<file path="config.mk">
export PLATFORM = sky130hd
export DESIGN_NAME = phy_status_summary_upper_bits
export DESIGN_NICKNAME = d
export VERILOG_FILES = /design/src/rtl/phy_status_pkg.sv /design/src/rtl/pin_sync_if.sv /design/src/rtl/phy_status_summary_upper_bits.sv /design/src/rtl/pin_sync.sv
export SDC_FILE = /design/constraint.sdc
export NUM_CORES = 1
export LEC_CHECK = 0
export BUFFER_PORTS_ARGS = -buffer_cell sky130_fd_sc_hd__buf_2
export CAP_MARGIN = 0
export CORE_UTILIZATION = 50
export CTS_CLUSTER_DIAMETER = 40
export CTS_CLUSTER_SIZE = 40
export DETAILED_ROUTE_END_ITERATION = 6
export PLACE_DENSITY = 0.76
export SYNTH_ARGS = -nofsm -noshare
export SYNTH_HDL_FRONTEND = slang
export SYNTH_HIERARCHICAL = 1
export SYNTH_SLANG_ARGS = --single-unit
</file>
<file path="constraint.sdc">
create_clock -name aclk -period 3 [get_ports aclk]
set_clock_uncertainty 0.05 [all_clocks]
set_input_delay 0.3 -clock aclk [delete_from_list [all_inputs] [get_ports aclk]]
set_output_delay 0.3 -clock aclk [all_outputs]
set_load 0.1 [all_outputs]
</file>
<file path="src/rtl/phy_status_pkg.sv">
package phy_status_pkg;
   // register indices; byte address is four times the index
   localparam logic [7:0] IDX_SUMMARY = 8'h10;
   localparam logic [7:0] IDX_FALSE_CARRIER = 8'h14;
   localparam logic [7:0] IDX_RX_ERROR = 8'h15;
   localparam logic [7:0] IDX_TENBASE = 8'h18;
   localparam logic [7:0] IDX_PHY_CONTROL = 8'h19;
   localparam logic [7:0] IDX_IRQ_STATUS = 8'h1C;
   localparam logic [7:0] IDX_IRQ_CLEAR = 8'h1D;
   localparam logic [7:0] IDX_IRQ_ENABLE = 8'h1E;
   // summary register fields
   localparam int SUM_RESERVED_BIT = 15;
   localparam int SUM_CROSSOVER_BIT = 14;
   localparam int SUM_RX_ERROR_BIT = 13;
   localparam int SUM_POLARITY_BIT = 12;
   localparam int SUM_FALSE_CARRIER_BIT = 11;
   // tenbase status field
   localparam int TENBASE_POLARITY_BIT = 4;
   // control fields
   localparam int CTRL_AUTO_ENABLE_BIT = 15;
   localparam int CTRL_FORCE_BIT = 14;
   localparam logic [15:0] CTRL_RESET = 16'h8000;
   // interrupt status layout
   localparam int IRQ_RX_ERROR_BIT = 0;
   localparam int IRQ_FALSE_CARRIER_BIT = 1;
   localparam int IRQ_POLARITY_BIT = 2;
   localparam int IRQ_CROSSOVER_BIT = 3;
   localparam int IRQ_WIDTH = 4;
   // synchronised input lanes
   localparam int LANE_RX_ERROR = 0;
   localparam int LANE_FALSE_CARRIER = 1;
   localparam int LANE_POLARITY = 2;
   localparam int LANE_SWAPPED = 3;
   localparam int LANE_COUNT = 4;
   localparam int COUNT_WIDTH = 16;
   localparam logic [1:0] RESP_OKAY = 2'b00;
   localparam logic [1:0] RESP_DECERR = 2'b11;
endpackage

</file>
<file path="src/rtl/pin_sync_if.sv">
`timescale 1ns/1ps
interface pin_sync_if #(parameter int WIDTH = 4);
   logic [WIDTH-1:0] level;
   logic [WIDTH-1:0] rise;
   modport source (output level, output rise);
   modport sink (input level, input rise);
endinterface // pin_sync_if

</file>
<file path="src/rtl/phy_status_summary_upper_bits.sv">
`timescale 1ns/1ps
// Functional notes
// summary status register sits at management index 0x10.
// bit 15 reserved, writes ignored, always reads zero.
// bit 14 reads 1 when pairs swapped, 0 when normal.
// bit 14 follows auto enable and force; tracks algorithm when auto and not forced.
// bit 13 latches on receive error until error counter read.
// receive error latch clears on counter read at 0x15, not summary.
// bit 12 mirrors tenbase status bit 4, inverted polarity seen.
// polarity bit clears on tenbase status read, not summary read.
// bit 11 latches on false carrier until its counter is read.
// false carrier latch clears on counter read at 0x14.
// bits 15 to 11 read zero after reset until an event.
// writes to the summary register change nothing.
module phy_status_summary_upper_bits (
   input wire logic aclk,
   input wire logic aresetn,
   input wire logic [31:0] s_axi_awaddr,
   input wire logic s_axi_awvalid,
   output logic s_axi_awready,
   input wire logic [31:0] s_axi_wdata,
   input wire logic [3:0] s_axi_wstrb,
   input wire logic s_axi_wvalid,
   output logic s_axi_wready,
   output logic [1:0] s_axi_bresp,
   output logic s_axi_bvalid,
   input wire logic s_axi_bready,
   input wire logic [31:0] s_axi_araddr,
   input wire logic s_axi_arvalid,
   output logic s_axi_arready,
   output logic [31:0] s_axi_rdata,
   output logic [1:0] s_axi_rresp,
   output logic s_axi_rvalid,
   input wire logic s_axi_rready,
   input wire logic rx_error_pin,
   input wire logic false_carrier_pin,
   input wire logic polarity_inverted_pin,
   input wire logic crossover_alg_swapped_pin,
   output logic pairs_swapped,
   output logic irq
);
   localparam int CW = phy_status_pkg::COUNT_WIDTH;
   localparam int IW = phy_status_pkg::IRQ_WIDTH;

   pin_sync_if #(.WIDTH(phy_status_pkg::LANE_COUNT)) syn ();

   logic [phy_status_pkg::LANE_COUNT-1:0] pin_vec;
   assign pin_vec[phy_status_pkg::LANE_RX_ERROR] = rx_error_pin;
   assign pin_vec[phy_status_pkg::LANE_FALSE_CARRIER] = false_carrier_pin;
   assign pin_vec[phy_status_pkg::LANE_POLARITY] = polarity_inverted_pin;
   assign pin_vec[phy_status_pkg::LANE_SWAPPED] =
      crossover_alg_swapped_pin;

   pin_sync #(.WIDTH(phy_status_pkg::LANE_COUNT)) u_sync (
      .aclk(aclk),
      .aresetn(aresetn),
      .pins(pin_vec),
      .out(syn.source)
   );

   logic rx_error_ev;
   logic false_carrier_ev;
   logic polarity_level;
   logic alg_swapped;
   assign rx_error_ev = syn.rise[phy_status_pkg::LANE_RX_ERROR];
   assign false_carrier_ev = syn.rise[phy_status_pkg::LANE_FALSE_CARRIER];
   assign polarity_level = syn.level[phy_status_pkg::LANE_POLARITY];
   assign alg_swapped = syn.level[phy_status_pkg::LANE_SWAPPED];

   // write channel
   logic aw_held_reg;
   logic [7:0] aw_idx_reg;
   logic w_held_reg;
   logic [31:0] w_data_reg;
   logic [3:0] w_strb_reg;
   logic bvalid_reg;
   logic [1:0] bresp_reg;
   logic wr_fire;
   logic [7:0] wr_idx;
   logic wr_mapped;

   assign s_axi_awready = !aw_held_reg && !bvalid_reg;
   assign s_axi_wready = !w_held_reg && !bvalid_reg;
   assign wr_fire = aw_held_reg && w_held_reg && !bvalid_reg;
   assign wr_idx = aw_idx_reg;

   always_ff @(posedge aclk) begin
      if (!aresetn) begin
         aw_held_reg <= 1'b0;
         aw_idx_reg <= 8'h00;
      end else if (s_axi_awvalid && s_axi_awready) begin
         aw_held_reg <= 1'b1;
         aw_idx_reg <= s_axi_awaddr[9:2];
      end else if (wr_fire) begin
         aw_held_reg <= 1'b0;
      end
   end

   always_ff @(posedge aclk) begin
      if (!aresetn) begin
         w_held_reg <= 1'b0;
         w_data_reg <= 32'h0000_0000;
         w_strb_reg <= 4'h0;
      end else if (s_axi_wvalid && s_axi_wready) begin
         w_held_reg <= 1'b1;
         w_data_reg <= s_axi_wdata;
         w_strb_reg <= s_axi_wstrb;
      end else if (wr_fire) begin
         w_held_reg <= 1'b0;
      end
   end

   always_comb begin
      unique case (wr_idx)
         phy_status_pkg::IDX_SUMMARY,
         phy_status_pkg::IDX_FALSE_CARRIER,
         phy_status_pkg::IDX_RX_ERROR,
         phy_status_pkg::IDX_TENBASE,
         phy_status_pkg::IDX_PHY_CONTROL,
         phy_status_pkg::IDX_IRQ_STATUS,
         phy_status_pkg::IDX_IRQ_CLEAR,
         phy_status_pkg::IDX_IRQ_ENABLE: wr_mapped = 1'b1;
         default: wr_mapped = 1'b0;
      endcase
   end

   always_ff @(posedge aclk) begin
      if (!aresetn) begin
         bvalid_reg <= 1'b0;
         bresp_reg <= phy_status_pkg::RESP_OKAY;
      end else if (wr_fire) begin
         bvalid_reg <= 1'b1;
         bresp_reg <= wr_mapped ? phy_status_pkg::RESP_OKAY
                                : phy_status_pkg::RESP_DECERR;
      end else if (s_axi_bready) begin
         bvalid_reg <= 1'b0;
      end
   end

   assign s_axi_bvalid = bvalid_reg;
   assign s_axi_bresp = bresp_reg;

   // per-register write helpers
   logic ctrl_wr;
   logic irq_clear_wr;
   logic irq_enable_wr;
   assign ctrl_wr = wr_fire && wr_idx == phy_status_pkg::IDX_PHY_CONTROL;
   assign irq_clear_wr = wr_fire && wr_idx == phy_status_pkg::IDX_IRQ_CLEAR;
   assign irq_enable_wr =
      wr_fire && wr_idx == phy_status_pkg::IDX_IRQ_ENABLE;

   // control register
   logic [15:0] ctrl_reg;
   always_ff @(posedge aclk) begin
      if (!aresetn) begin
         ctrl_reg <= phy_status_pkg::CTRL_RESET;
      end else if (ctrl_wr) begin
         if (w_strb_reg[0]) begin
            ctrl_reg[7:0] <= w_data_reg[7:0];
         end
         if (w_strb_reg[1]) begin
            ctrl_reg[15:8] <= w_data_reg[15:8];
         end
      end
   end

   logic auto_enable;
   logic force_swap;
   assign auto_enable = ctrl_reg[phy_status_pkg::CTRL_AUTO_ENABLE_BIT];
   assign force_swap = ctrl_reg[phy_status_pkg::CTRL_FORCE_BIT];

   // read channel
   logic rvalid_reg;
   logic [31:0] rdata_reg;
   logic [1:0] rresp_reg;
   logic rd_fire;
   logic [7:0] rd_idx;
   assign s_axi_arready = !rvalid_reg;
   assign rd_fire = s_axi_arvalid && s_axi_arready;
   assign rd_idx = s_axi_araddr[9:2];

   // read side effects fire on the address handshake
   logic rd_rx_error_cnt;
   logic rd_false_carrier_cnt;
   logic rd_tenbase;
   // clear on 0x15
   assign rd_rx_error_cnt = rd_fire && rd_idx == phy_status_pkg::IDX_RX_ERROR;
   // clear on 0x14
   assign rd_false_carrier_cnt =
      rd_fire && rd_idx == phy_status_pkg::IDX_FALSE_CARRIER;
   // clear on tenbase read
   assign rd_tenbase = rd_fire && rd_idx == phy_status_pkg::IDX_TENBASE;

   // status latches and counters
   logic crossover_reg;
   logic rx_error_latch_reg;
   logic false_carrier_latch_reg;
   logic polarity_reg;
   logic [CW-1:0] rx_error_cnt_reg;
   logic [CW-1:0] false_carrier_cnt_reg;

   // force wins, then auto tracks the algorithm
   always_ff @(posedge aclk) begin
      if (!aresetn) begin
         // zero after reset
         crossover_reg <= 1'b0;
      end else if (force_swap) begin
         crossover_reg <= 1'b1;
      end else if (auto_enable) begin
         crossover_reg <= alg_swapped;
      end else begin
         crossover_reg <= 1'b0;
      end
   end
   // swapped pairs drive
   assign pairs_swapped = crossover_reg;

   // latch receive error, set beats clear
   always_ff @(posedge aclk) begin
      if (!aresetn) begin
         rx_error_latch_reg <= 1'b0;
      end else if (rx_error_ev) begin
         rx_error_latch_reg <= 1'b1;
      end else if (rd_rx_error_cnt) begin
         rx_error_latch_reg <= 1'b0;
      end
   end

   // latch false carrier, set beats clear
   always_ff @(posedge aclk) begin
      if (!aresetn) begin
         false_carrier_latch_reg <= 1'b0;
      end else if (false_carrier_ev) begin
         false_carrier_latch_reg <= 1'b1;
      end else if (rd_false_carrier_cnt) begin
         false_carrier_latch_reg <= 1'b0;
      end
   end

   // polarity latch shared with tenbase bit
   always_ff @(posedge aclk) begin
      if (!aresetn) begin
         polarity_reg <= 1'b0;
      end else if (polarity_level) begin
         polarity_reg <= 1'b1;
      end else if (rd_tenbase) begin
         polarity_reg <= 1'b0;
      end
   end

   // counters saturate so a long run of events never wraps to a small value
   always_ff @(posedge aclk) begin
      if (!aresetn) begin
         rx_error_cnt_reg <= '0;
      end else if (rd_rx_error_cnt) begin
         rx_error_cnt_reg <= rx_error_ev ? CW'(1) : '0;
      end else if (rx_error_ev && !(&rx_error_cnt_reg)) begin
         rx_error_cnt_reg <= rx_error_cnt_reg + CW'(1);
      end
   end

   always_ff @(posedge aclk) begin
      if (!aresetn) begin
         false_carrier_cnt_reg <= '0;
      end else if (rd_false_carrier_cnt) begin
         false_carrier_cnt_reg <= false_carrier_ev ? CW'(1) : '0;
      end else if (false_carrier_ev && !(&false_carrier_cnt_reg)) begin
         false_carrier_cnt_reg <= false_carrier_cnt_reg + CW'(1);
      end
   end

   // interrupt
   logic [IW-1:0] irq_status_reg;
   logic [IW-1:0] irq_enable_reg;
   logic [IW-1:0] irq_events;
   logic crossover_prev_reg;

   always_ff @(posedge aclk) begin
      if (!aresetn) begin
         crossover_prev_reg <= 1'b0;
      end else begin
         crossover_prev_reg <= crossover_reg;
      end
   end

   always_comb begin
      irq_events = '0;
      irq_events[phy_status_pkg::IRQ_RX_ERROR_BIT] = rx_error_ev;
      irq_events[phy_status_pkg::IRQ_FALSE_CARRIER_BIT] = false_carrier_ev;
      irq_events[phy_status_pkg::IRQ_POLARITY_BIT] =
         polarity_level && !polarity_reg;
      irq_events[phy_status_pkg::IRQ_CROSSOVER_BIT] =
         crossover_reg ^ crossover_prev_reg;
   end

   // an event in the clearing cycle stays set
   always_ff @(posedge aclk) begin
      if (!aresetn) begin
         irq_status_reg <= '0;
      end else if (irq_clear_wr) begin
         irq_status_reg <= (irq_status_reg & ~w_data_reg[IW-1:0])
                           | irq_events;
      end else begin
         irq_status_reg <= irq_status_reg | irq_events;
      end
   end

   always_ff @(posedge aclk) begin
      if (!aresetn) begin
         irq_enable_reg <= '0;
      end else if (irq_enable_wr && w_strb_reg[0]) begin
         irq_enable_reg <= w_data_reg[IW-1:0];
      end
   end

   always_ff @(posedge aclk) begin
      if (!aresetn) begin
         irq <= 1'b0;
      end else begin
         irq <= |(irq_status_reg & irq_enable_reg);
      end
   end

   // read data
   logic [15:0] summary_word;
   always_comb begin
      summary_word = 16'h0000;
      // reserved reads zero
      summary_word[phy_status_pkg::SUM_RESERVED_BIT] = 1'b0;
      // crossover state
      summary_word[phy_status_pkg::SUM_CROSSOVER_BIT] = crossover_reg;
      summary_word[phy_status_pkg::SUM_RX_ERROR_BIT] = rx_error_latch_reg;
      // mirror of polarity
      summary_word[phy_status_pkg::SUM_POLARITY_BIT] = polarity_reg;
      summary_word[phy_status_pkg::SUM_FALSE_CARRIER_BIT] =
         false_carrier_latch_reg;
   end

   logic [15:0] tenbase_word;
   always_comb begin
      tenbase_word = 16'h0000;
      tenbase_word[phy_status_pkg::TENBASE_POLARITY_BIT] = polarity_reg;
   end

   logic [31:0] rd_word;
   logic rd_mapped;
   always_comb begin
      rd_word = 32'h0000_0000;
      rd_mapped = 1'b1;
      unique case (rd_idx)
         // summary at 0x10
         phy_status_pkg::IDX_SUMMARY: rd_word[15:0] = summary_word;
         phy_status_pkg::IDX_FALSE_CARRIER: rd_word[CW-1:0] =
            false_carrier_cnt_reg;
         phy_status_pkg::IDX_RX_ERROR: rd_word[CW-1:0] = rx_error_cnt_reg;
         phy_status_pkg::IDX_TENBASE: rd_word[15:0] = tenbase_word;
         phy_status_pkg::IDX_PHY_CONTROL: rd_word[15:0] = ctrl_reg;
         phy_status_pkg::IDX_IRQ_STATUS: rd_word[IW-1:0] = irq_status_reg;
         phy_status_pkg::IDX_IRQ_CLEAR: rd_word = 32'h0000_0000;
         phy_status_pkg::IDX_IRQ_ENABLE: rd_word[IW-1:0] = irq_enable_reg;
         default: rd_mapped = 1'b0;
      endcase
   end

   always_ff @(posedge aclk) begin
      if (!aresetn) begin
         rvalid_reg <= 1'b0;
         rdata_reg <= 32'h0000_0000;
         rresp_reg <= phy_status_pkg::RESP_OKAY;
      end else if (rd_fire) begin
         rvalid_reg <= 1'b1;
         rdata_reg <= rd_word;
         rresp_reg <= rd_mapped ? phy_status_pkg::RESP_OKAY
                                : phy_status_pkg::RESP_DECERR;
      end else if (s_axi_rready) begin
         rvalid_reg <= 1'b0;
      end
   end

   assign s_axi_rvalid = rvalid_reg;
   assign s_axi_rdata = rdata_reg;
   assign s_axi_rresp = rresp_reg;

   // no write path reaches the summary, counters or tenbase word;
   // such writes complete with OKAY and change nothing
endmodule // phy_status_summary_upper_bits

</file>
<file path="src/rtl/pin_sync.sv">
`timescale 1ns/1ps
module pin_sync #(
   parameter int WIDTH = 4
) (
   input wire logic aclk,
   input wire logic aresetn,
   input wire logic [WIDTH-1:0] pins,
   pin_sync_if.source out
);
   logic [WIDTH-1:0] meta_reg;
   logic [WIDTH-1:0] sync_reg;
   logic [WIDTH-1:0] prev_reg;

   // first stage feeds only the second stage
   always_ff @(posedge aclk) begin
      if (!aresetn) begin
         meta_reg <= '0;
         sync_reg <= '0;
         prev_reg <= '0;
      end else begin
         meta_reg <= pins;
         sync_reg <= meta_reg;
         prev_reg <= sync_reg;
      end
   end

   assign out.level = sync_reg;
   assign out.rise = sync_reg & ~prev_reg;
endmodule // pin_sync

</file>
# == After elaboration in Yosys (flattened, before gate mapping) ==
# Memory sizes are Yosys's and may differ from the RTL's. A register that Yosys moved wholly into a read port is not among the register bits.
# Cells that the tools add are included.
# totals
ff_bits,122
romBits,32
inputBits,111
elab_cells,117
mem_count,1
# op_classes
n_addsub,2
eq_ne,11
mux,30
bitwise,8
n_reduce_logical,40
# mem_list
memory,words,word_bits,rd,rd_clocked_by_memory_dff,write_ports,line,source
(no name shown),32,1,1,1,0,phy_status_summary_upper_bits.sv:114,unique case (wr_idx)
# op_table
op,n
8-bit by 5-bit equality test with 1-bit output (second input constant),11
16-bit two-way mux,4
12-bit case mux with 5 select lines,1
16-bit by 1-bit adder with 16-bit output (second input constant),2
16-bit AND reduction,2
4-bit case mux with 5 select lines,1
1-bit two-way mux,19
2-bit nonzero test,9
1-bit logical AND,17
5-bit two-way mux,2
4-bit bitwise AND,2
4-bit OR,2
8-bit OR reduction,1
1-bit zero test,7
2-bit two-way mux,2
4-bit two-way mux,1
4-bit NOT,1
2-bit AND reduction,2
4-bit OR reduction,1
3-bit zero test,1
2-bit bitwise AND,1
2-bit NOT,1
1-bit bitwise XOR,1

# == Logic depth before layout (Yosys ltp) ==
# Gate-level depths: netlist (run 1).
# logic_depth
word_depth,5
depth_mapped,7
mapped_depth_nobuf,5

# == By module ==
# Netlist (run 1), hierarchy kept.
# modules_own_cells
module,instances,cells_per_inst,area_each_um2
phy_status_summary_upper_bits,1,615,5200.0
pin_sync,1,29,361.6

# == Worst setup path before layout (run 1) ==
# No wires, ideal clock.
# synth_path
path_type,reg-to-reg
startpoint,"register bvalid_reg, in the netlist s_axi_bvalid"
endpoint,register w_data_reg[3]
setup_ns,0.071
arrival_time_ns,3.110
t_required_ns,2.879
path_slack_ns,-0.231
stages_incl_launch_ff,7
n_path_buf,2
synth_period_minus_slack_ns,3.231
cell_sequence,dfxtp_1 nor2_1 and2_1 clkbuf_1 clkbuf_1 nand2_1 a21oi_1
# synth_via
elab_chain_cells,3
# synth_lines
element,line,source
"start, declared",phy_status_summary_upper_bits.sv:76,logic bvalid_reg;
"start signal, assigned",phy_status_summary_upper_bits.sv:129,bvalid_reg <= 1'b0;
"start signal, assigned",phy_status_summary_upper_bits.sv:132,bvalid_reg <= 1'b1;
"start signal, assigned",phy_status_summary_upper_bits.sv:136,bvalid_reg <= 1'b0;
1-bit zero test,phy_status_summary_upper_bits.sv:83,assign s_axi_wready = !w_held_reg && !bvalid_reg;
1-bit logical AND,phy_status_summary_upper_bits.sv:83,
via s_axi_wready,phy_status_summary_upper_bits.sv:24,"output logic s_axi_wready,"
1-bit logical AND,phy_status_summary_upper_bits.sv:104,end else if (s_axi_wvalid && s_axi_wready) begin
"end signal, assigned",phy_status_summary_upper_bits.sv:106,w_data_reg <= s_axi_wdata;
"end, declared",phy_status_summary_upper_bits.sv:74,logic [31:0] w_data_reg;
# The timed path passes the listed nets, and every way through them passes these cells.
# A chain may end at the register's enable or synchronous reset.

# == Final worst setup path (run 1) ==
# layout_path
startpoint,"register bvalid_reg, in the netlist s_axi_bvalid"
endpoint,register ctrl_reg[10]
# layout_via
elab_chain_cells,4
# layout_lines
element,line,source
1-bit zero test,phy_status_summary_upper_bits.sv:84,assign wr_fire = aw_held_reg && w_held_reg && !bvalid_reg;
1-bit logical AND,phy_status_summary_upper_bits.sv:84,
1-bit logical AND,phy_status_summary_upper_bits.sv:147,assign ctrl_wr = wr_fire && wr_idx == phy_status_pkg::IDX_PHY_CONTROL;
2-bit AND reduction (no line),--,
"end signal, assigned",phy_status_summary_upper_bits.sv:156,ctrl_reg <= phy_status_pkg::CTRL_RESET;
"end signal, assigned",phy_status_summary_upper_bits.sv:162,ctrl_reg[15:8] <= w_data_reg[15:8];
"end, declared",phy_status_summary_upper_bits.sv:153,logic [15:0] ctrl_reg;
# No other way between the ends.

==> flow_metrics.tcl, run 1 <==
set metrics [dict create \
    worstSetupPathType "flip-flop to flip-flop" \
    regToRegEndpoint "ctrl_reg[10]$_SDFFE_PN0P_" \
    cp-startpoint "s_axi_bvalid$_SDFFE_PN0P_" \
    switching_share 0.265 \
    tns_ns 0 \
    routed_wl_mm 13.9 \
    outcome "completed" \
    first_global_vias 4683 \
    cts_setup_buffers 0 \
    cts-root-buf "clkbuf_8" \
    die-area_um2 11400 \
    slew_violations 0 \
    area_growth_pct 24.3 \
    nFillCells 831 \
    p_int_mw 3.09 \
    power_frac_comb 0.105 \
    crit_end "ctrl_reg[10]$_SDFFE_PN0P_" \
    critPathRequiredTime_ns 3.35 \
    sequentialPowerShare 0.402 \
    gp_congestion 0.935 \
    drcViolationCount 0 \
    avgRoutedWirePerCell_um 15.7 \
    grt_max_degree 47 \
    worstHoldStart "s_axi_araddr[2]" \
    drtIter0Drc 440 \
    worst-r2r-cell-count 4 \
    p_clk_frac 0.492 \
    synth_warnings 6 \
    drive_gt1_frac 0.183 \
    cts_made_buffers 17 \
    max_slew_margin 0.501 \
    cts_tree "built" \
    switchingPower_mw 1.12 \
    core_region_area_um2 10500 \
    globalRouteMet1Util 0.319 \
    min_path_type "input pin to flip-flop" \
    globalRouteMet3Util 0.0644 \
    powerDensity_nw_per_um2 616 \
    syn_inst 638 \
    worstMarginPinSlew_ns 0.741 \
    clock-sinks 121 \
    antenna_found_initial 0 \
    nets 850 \
    viasPerCell 5.80 \
    hold_viol 0 \
    place_area_um2 5900 \
    max_freq_mhz 489 \
    grt_pass1_wl_mm 22.5 \
    hold_slack_ns 0.103 \
    ir_worst_vdd_uv 572 \
    rows 37 \
    setup_violations 0 \
    initial_core_util 0.523 \
    drt_first_pass_iters 5 \
    globalRoute.totalOverflow 0 \
    grtUsageMet2 0.418 \
    leakagePower_nw 2.48 \
    ant_nets 0 \
    io_pins 154 \
    busiest_layer "met2" \
    track_usage 0.253 \
    grt_setup_unrepaired "no" \
    rr_startpoint "s_axi_bvalid$_SDFFE_PN0P_" \
    clockBufferDepth 2 \
    vias 5136 \
    reg2reg_slack_ns 0.96 \
    fin_crit_sh 0.682 \
    die_x_um 107 \
    worst_slack_ns 0.955 \
    endpoint_kind "flip-flop" \
    clk_pin_slew_ns 0.06 \
    utilization 0.650 \
    cp-start-kind "flip-flop" \
    pre_cts_ws_ns 0.938 \
    crit_fanout 8 \
    htree_num_levels 4 \
    netlist_area_um2 5500 \
    portBuffers 71 \
    dp_hpwl_mm 9.37 \
    cap_violations 0 \
    cts_resized 0 \
    clk_latency_ns 0.53 \
    synth_area_per_cell_um2 8.61 \
    fin_area_um2 6830 \
    min_period_ns 2.04 \
    holdPathStages 3 \
    diodes 0 \
    cp.arrival_ns 2.39 \
    fp.dieH_um 107 \
]
==> cells in the final DEF (no fill, tap or decap), types with 4 or more instances in the layout <==
cell and n:
a22o_1 14, nand4_1 13, nor2b_1 9, conb_1 16, a31oi_1 6, o21ai_1 5
clkinvlp_4 5, inv_1 10, nor2_1 29, nand2_1 86, nand2b_1 7, clkbuf_16 16
and2_2 7, nand3_1 20, buf_2 71, and2_1 7, inv_6 4, mux2i_1 22
a21oi_1 81, dlygate4sd3_1 32, nor3_1 6, and4_1 8, or3_1 10, buf_4 11
a22oi_1 13, o21ai_0 32, o31ai_1 13, dfxtp_1 121, or4_1 14
==> power by group through the flow <==
| stage | Clock [mW] | Combinational [mW] | Sequential, mW |
|---|---|---|---|
| 6_report | 2.07 | 0.443 | 1.69 |
| 5_1_grt | 2.17 | 0.474 | 1.70 |
| 4_1_cts | 2.09 | 0.437 | 1.69 |
| 3_5_place_dp | 0 | 0.404 | 1.73 |
| 3_3_place_gp | 0 | 0.400 | 1.72 |
| 2_1_floorplan | 0 | 0.307 | 1.76 |
==> cell type report <==
cell class | count | area (um^2) | share of cell area
clock buffer | 20 | 445 | 0.0652
tap | 136 | 170 | 0.0249
timing repair buffer | 114 | 758 | 0.111
multi-input combinational | 472 | 2830 | 0.415
clock inverter | 12 | 163 | 0.0238
inverter | 11 | 41.3 | 0.00604
sequential | 121 | 2420 | 0.355
==> metrics by stage <==
step	total power [mW]	std cells
after floorplan	2.07	653
final	4.21	886
after detailed placement	2.13	822
after CTS	4.22	886
after global placement	2.12	822
after global routing	4.34	886
==> worst max-delay path, cell delays in order, from the launching register on <==
cell and delay [ns]:
dfxtp_1 0.36, nand3b_2 0.39, nor4_4 0.75, mux2i_1 0.28, nor2_1 0.07
==> per-layer routing <==
layer / vias to the layer above / share of wire
met3: 24 / 0.070
met2: 203 / 0.48
li1: 2511 / -
met1: 2398 / 0.43
met5: - / 0
met4: 0 / 0.014
==> timing repair <==
action | CTS | global route
endpoints found under the setup margin | 0 | 0
endpoints found under the hold margin | 33 | 0
hold buffers | 32 | 0
==> how the worst min path moves through the flow <==
stage,slack [ns],to
3_3_place_gp,0.37,s_axi_bresp[0]$_SDFFE_PN0P_
5_1_grt,0.13,s_axi_rresp[0]$_SDFFE_PN0P_
4_1_cts,0.08,s_axi_rresp[0]$_SDFFE_PN0P_
3_5_place_dp,0.37,s_axi_bresp[0]$_SDFFE_PN0P_
2_1_floorplan,0.36,s_axi_bresp[0]$_SDFFE_PN0P_
6_report,0.10,s_axi_rresp[0]$_SDFFE_PN0P_
Power figures use the tool's default switching activity.
==> run 2, diff against run 1 <==
- clock period: 3 -> 2.1 ns (I/O delays scaled with it)
==> flow_metrics.tcl, run 2 (synthesized netlist as in run 1, its figures left out) <==
set metrics [dict create \
    outcome "completed" \
    worstSetupPathType "flip-flop to flip-flop" \
    diodes 0 \
    die_x_um 107 \
    drtIter0Drc 394 \
    nets 861 \
    setup_violations 0 \
    powerDensity_nw_per_um2 839 \
    drt_first_pass_iters 5 \
    critPathTopFamily "simple AND/OR/NAND/NOR gates" \
    cap_violations 0 \
    max_slew_margin 0.602 \
    place_area_um2 5970 \
    vias 5224 \
    fp.dieH_um 107 \
    die-area_um2 11400 \
    hold_slack_ns 0.0434 \
    viasPerCell 5.83 \
    slew_violations 0 \
    cp-start-kind "flip-flop" \
    core_region_area_um2 10500 \
    ir_worst_vdd_uv 591 \
    clk_latency_ns 0.54 \
    utilization 0.655 \
    critPathMaxStageDelay_ns 0.60 \
    area_growth_pct 25.3 \
    fin_crit_sh 0.935 \
    routed_wl_mm 14.3 \
    drive_gt1_frac 0.189 \
    tns_ns 0 \
    ant_nets 0 \
    dp_hpwl_mm 9.49 \
    endpoint_kind "flip-flop" \
    avgRoutedWirePerCell_um 15.9 \
    antenna_found_initial 0 \
    pre_cts_ws_ns 0.181 \
    htree_num_levels 4 \
    cp.arrival_ns 2.37 \
    hold_viol 0 \
    crit_fanout 10 \
    grt_max_degree 54 \
    gp_congestion 0.949 \
    clock-sinks 121 \
    max_freq_mhz 509 \
    portBuffers 71 \
    cts_made_buffers 17 \
    initial_core_util 0.523 \
    cts_tree "built" \
    first_global_vias 4938 \
    drcViolationCount 0 \
    rows 37 \
    crit_buf_inv 0 \
    total_power_mw 5.78 \
    fin_area_um2 6890 \
    clk_pin_slew_ns 0.06 \
    dp_cells 829 \
    critPathRequiredTime_ns 2.50 \
    worstPathCellList "and4_1 > nand3_1 > or4_1 > a21oi_1" \
    min_period_ns 1.96 \
    final_common_cell "dfxtp_1" \
    worstMarginPinSlew_ns 0.596 \
    min_path_type "input pin to flip-flop" \
    leakagePower_nw 2.54 \
    io_pins 154 \
    grt_pass1_wl_mm 23.9 \
    globalRoute.totalOverflow 0 \
    cts-root-buf "clkbuf_8" \
    slowest_stage "or4_1" \
    instances_no_fill 896 \
    worst_slack_ns 0.136 \
    track_usage 0.267 \
    grt_setup_unrepaired "no" \
    layout_common_cells "dfxtp_1, nand2_1, a21oi_1, buf_2, dlygate4sd3_1" \
    clockBufferDepth 2 \
]
-- run 2: cell types whose count changed in the layout (fill, tap and decap cells not counted), moves of 3 or more --
cell           change
buf_4              +8
dlygate4sd3_1      +3
clkinv_2           +4
clkinv_4           +3
inv_6              -4
-- run 2: what timing repair did --
| item | CTS | global route |
|---|---|---|
| buffers inserted | 0 | 1 |
| hold endpoints to repair | 36 | 0 |
| endpoints found under the setup margin | 0 | 9 |
| resized for setup | 0 | 1 |
| hold buffers | 35 | 0 |
-- run 2: worst paths after layout --
check | slack [ns] | depth (start not counted) | endpoint | from
worst max-delay path | 0.14 | 4 | rx_error_cnt_reg[12]$_SDFFE_PN0P_ | rx_error_cnt_reg[3]$_SDFFE_PN0P_
worst min-delay path | 0.04 | 3 | false_carrier_cnt_reg[0]$_SDFFE_PN0P_ | aresetn
worst max register to register | 0.14 | 4 | rx_error_cnt_reg[12]$_SDFFE_PN0P_ | rx_error_cnt_reg[3]$_SDFFE_PN0P_
worst min register to register | 0.39 | 1 | u_sync/out.level[1]$_SDFF_PN0_ | u_sync/meta_reg[1]$_SDFF_PN0_
-- run 2: worst register-to-register path, delay by kind of cell, from the launching register on --
kind	cells	cell delay (ns)
flops	1	0.46
compound gates	1	0.17
simple gates	3	1.20
-- run 2: cell type report --
type	count	area (um^2)
flip-flops and latches	121	2420
inverters	11	41.3
multi-input cells	472	2850
clock inverters	12	129
repair buffers	125	848
clock buffers	19	422
fillers	826	3620
well taps	136	170
-- run 2: metal layers --
layer | vias to the layer above | routed length [um] | part of all wire | track usage
met2 | 215 | 6840 | 0.48 | 0.435
met4 | 0 | 328 | 0.023 | 0.114
met1 | 2449 | 6180 | 0.43 | 0.334
li1 | 2529 | - | - | -
met5 | - | 0 | 0 | 0
met3 | 31 | 942 | 0.066 | 0.0657
-- run 2: where the power goes --
group / leakage [nW] / switching (mW) / total (mW) / internal (mW)
Clock: 0.263 / 1.03 / 2.71 / 1.67
Sequential: 0.984 / 0.0563 / 2.42 / 2.36
Combinational: 1.29 / 0.471 / 0.649 / 0.178
==> run 3, diff against run 2 <==
- CORE_ASPECT_RATIO: unset -> 1.25
- MAX_ROUTING_LAYER: unset -> met4
- SYNTH_HIERARCHICAL: 1 -> unset
==> flow_metrics.tcl, run 3 <==
set metrics [dict create \
    grt_pass1_wl_mm 22.2 \
    ir_worst_vdd_uv 587 \
    crit_fanout 7 \
    dp_hpwl_mm 9.75 \
    core_region_area_um2 10600 \
    clock-sinks 121 \
    seq_area_frac_synth 0.448 \
    powerDensity_nw_per_um2 868 \
    dp_cells 810 \
    diodes 0 \
    cts_tree "built" \
    vias 4834 \
    globalRouteMet3Util 0.0566 \
    drive_gt1_frac 0.190 \
    globalRoute.totalOverflow 0 \
    cts_resized 0 \
    synth_ff_type "dfxtp_1" \
    portBuffers 71 \
    slew_violations 0 \
    holdPathEnd "aw_idx_reg[1]$_SDFFE_PN0N_" \
    cp.arrival_ns 2.15 \
    max_slew_margin 0.456 \
    worstPathCellList "ha_1 > and3_1 > and2_1 > a2111oi_0 > xnor2_1 > nor2_1" \
    pre_cts_ws_ns 0.196 \
    cp-start-kind "flip-flop" \
    grt_setup_unrepaired "no" \
    setup_violations 0 \
    htree_num_levels 4 \
    worstSetupPathType "flip-flop to flip-flop" \
    min_path_type "input pin to flip-flop" \
    slowest_stage "a2111oi_0" \
    drcViolationCount 0 \
    worstMarginPinSlew_ns 0.813 \
    first_global_vias 4577 \
    netlist_area_um2 5410 \
    clk_pin_slew_ns 0.05 \
    synth-edff-count 0 \
    grtUsageMet2 0.450 \
    ys_ff_latch 121 \
    critPathTopFamily "compound AO/OA/AOI/OAI gates" \
    synth.distinct_cells 63 \
    synth_area_per_cell_um2 8.75 \
    leakagePower_nw 2.60 \
    layout_common_cells "dfxtp_1, buf_2, nand2_1, nor2_1, a21oi_1" \
    clockBufferDepth 2 \
    cts_made_buffers 17 \
    synth_area_leader_cell "dfxtp_1" \
    regToRegEndpoint "false_carrier_cnt_reg[15]$_SDFFE_PN0P_" \
    critPathMaxStageDelay_ns 0.50 \
    max_freq_mhz 523 \
    rr_startpoint "false_carrier_cnt_reg[0]$_SDFFE_PN0P_" \
    worst_slack_ns 0.189 \
    drt_first_pass_iters 5 \
    track_usage 0.268 \
    outcome "completed" \
    ant_nets 0 \
    routed_wl_mm 13.9 \
    hold_slack_ns 0.00945 \
    synthTopCellsByCount "dfxtp_1, nor2_1, nand2_1" \
    io_pins 154 \
    die-area_um2 11200 \
    initial_core_util 0.512 \
    instances_no_fill 867 \
    endpoint_kind "flip-flop" \
    postCtsHoldBufs 25 \
    cts-root-buf "clkbuf_16" \
    tns_ns 0 \
    synthTopCellsByArea "dfxtp_1, mux2i_1, nor2_1, nand2_1, a21oi_1" \
    viasPerCell 5.58 \
    cap_violations 0 \
    fin_crit_sh 0.910 \
    place_area_um2 5910 \
    critPathRequiredTime_ns 2.34 \
    cts_setup_buffers 0 \
    area_growth_pct 24.7 \
    syn_inst 618 \
    clk_latency_ns 0.42 \
    synth.most_common_cell "dfxtp_1" \
    avgRoutedWirePerCell_um 16.0 \
    async_flop_share 0 \
    rows 42 \
    antenna_found_initial 0 \
    final_common_cell "dfxtp_1" \
    reg2reg_slack_ns 0.19 \
    worstHoldStart "s_axi_awaddr[3]" \
    busiest_layer "met2" \
    hold_viol 0 \
    die_x_um 95.0 \
    fin_area_um2 6750 \
    worst-r2r-cell-count 6 \
    nets 835 \
    synth_top_area_share 0.448 \
    nFillCells 861 \
    synth_warnings 0 \
    drtIter0Drc 309 \
    globalRouteMet1Util 0.293 \
    gp_congestion 0.900 \
    holdPathStages 3 \
    grt_max_degree 31 \
    min_period_ns 1.91 \
    fp.dieH_um 118 \
    crit_buf_inv 0 \
]
run 3: worst max path at each step:
| stage | slack (ns) | end | cells past startpoint | from |
|---|---|---|---|---|
| after global routing | 0.08 | false_carrier_cnt_reg[13]$_SDFFE_PN0P_ | 6 | false_carrier_cnt_reg[0]$_SDFFE_PN0P_ |
| after detailed placement | 0.20 | false_carrier_cnt_reg[15]$_SDFFE_PN0P_ | 6 | false_carrier_cnt_reg[0]$_SDFFE_PN0P_ |
| after floorplan | 0.07 | w_data_reg[13]$_SDFFE_PN0P_ | 6 | s_axi_bvalid$_SDFFE_PN0P_ |
| after global placement | 0.23 | false_carrier_cnt_reg[11]$_SDFFE_PN0P_ | 6 | s_axi_araddr[7] |
| final | 0.19 | false_carrier_cnt_reg[15]$_SDFFE_PN0P_ | 6 | false_carrier_cnt_reg[0]$_SDFFE_PN0P_ |
| after CTS | 0.19 | false_carrier_cnt_reg[13]$_SDFFE_PN0P_ | 6 | false_carrier_cnt_reg[0]$_SDFFE_PN0P_ |
run 3: area by class of cell:
type / instances / area, um^2 / area share
multi-input combinational: 452 / 2750 / 0.407
clock buffer: 23 / 498 / 0.0738
clock inverter: 9 / 88.8 / 0.0132
sequential: 121 / 2420 / 0.359
tap: 132 / 165 / 0.0245
inverter: 9 / 33.8 / 0.00501
timing repair buffer: 121 / 793 / 0.118
run 3: report_power, final:
| part | switching (mW) | total (mW) | internal (mW) |
|---|---|---|---|
| Clock | 1.01 | 2.80 | 1.78 |
| Sequential | 0.0588 | 2.42 | 2.37 |
| Combinational | 0.466 | 0.638 | 0.172 |
run 3: logic make-up (layout without fill, tap and decap cells):
| family | count (synthesis) | after routing | synth area share |
|---|---|---|---|
| adder cells (fa/ha/maj) | 2 | 2 | 0.00462 |
| AO/OA/AOI/OAI | 129 | 129 | 0.151 |
| XOR/XNOR | 23 | 23 | 0.0372 |
| other | 1 | 16 | 0.000693 |
| multiplexers | 38 | 38 | 0.0708 |
| buffers and inverters | 60 | 162 | 0.0569 |
| AND/OR/NAND/NOR | 244 | 244 | 0.232 |
| flip-flops | 121 | 121 | 0.448 |
run 3: worst min-delay path, stage by stage:
cell	delay, ns
buf_2	0.08
mux2i_1	0.07
nor2_1	0.08
run 3: stage by stage:
stage	power [mW]	utilization
final	5.86	0.639
after global routing	6.05	0.639
after CTS	5.89	0.639
after detailed placement	3.06	0.560
after global placement	3.05	0.560
after floorplan	2.96	-
run 3: routing by layer:
metal | vias up | share of wire | wire, um
li1 | 2368 | - | -
met2 | 161 | 0.52 | 7240
met5 | - | 0 | 0
met1 | 2268 | 0.40 | 5500
met3 | 37 | 0.044 | 614
met4 | 0 | 0.038 | 531
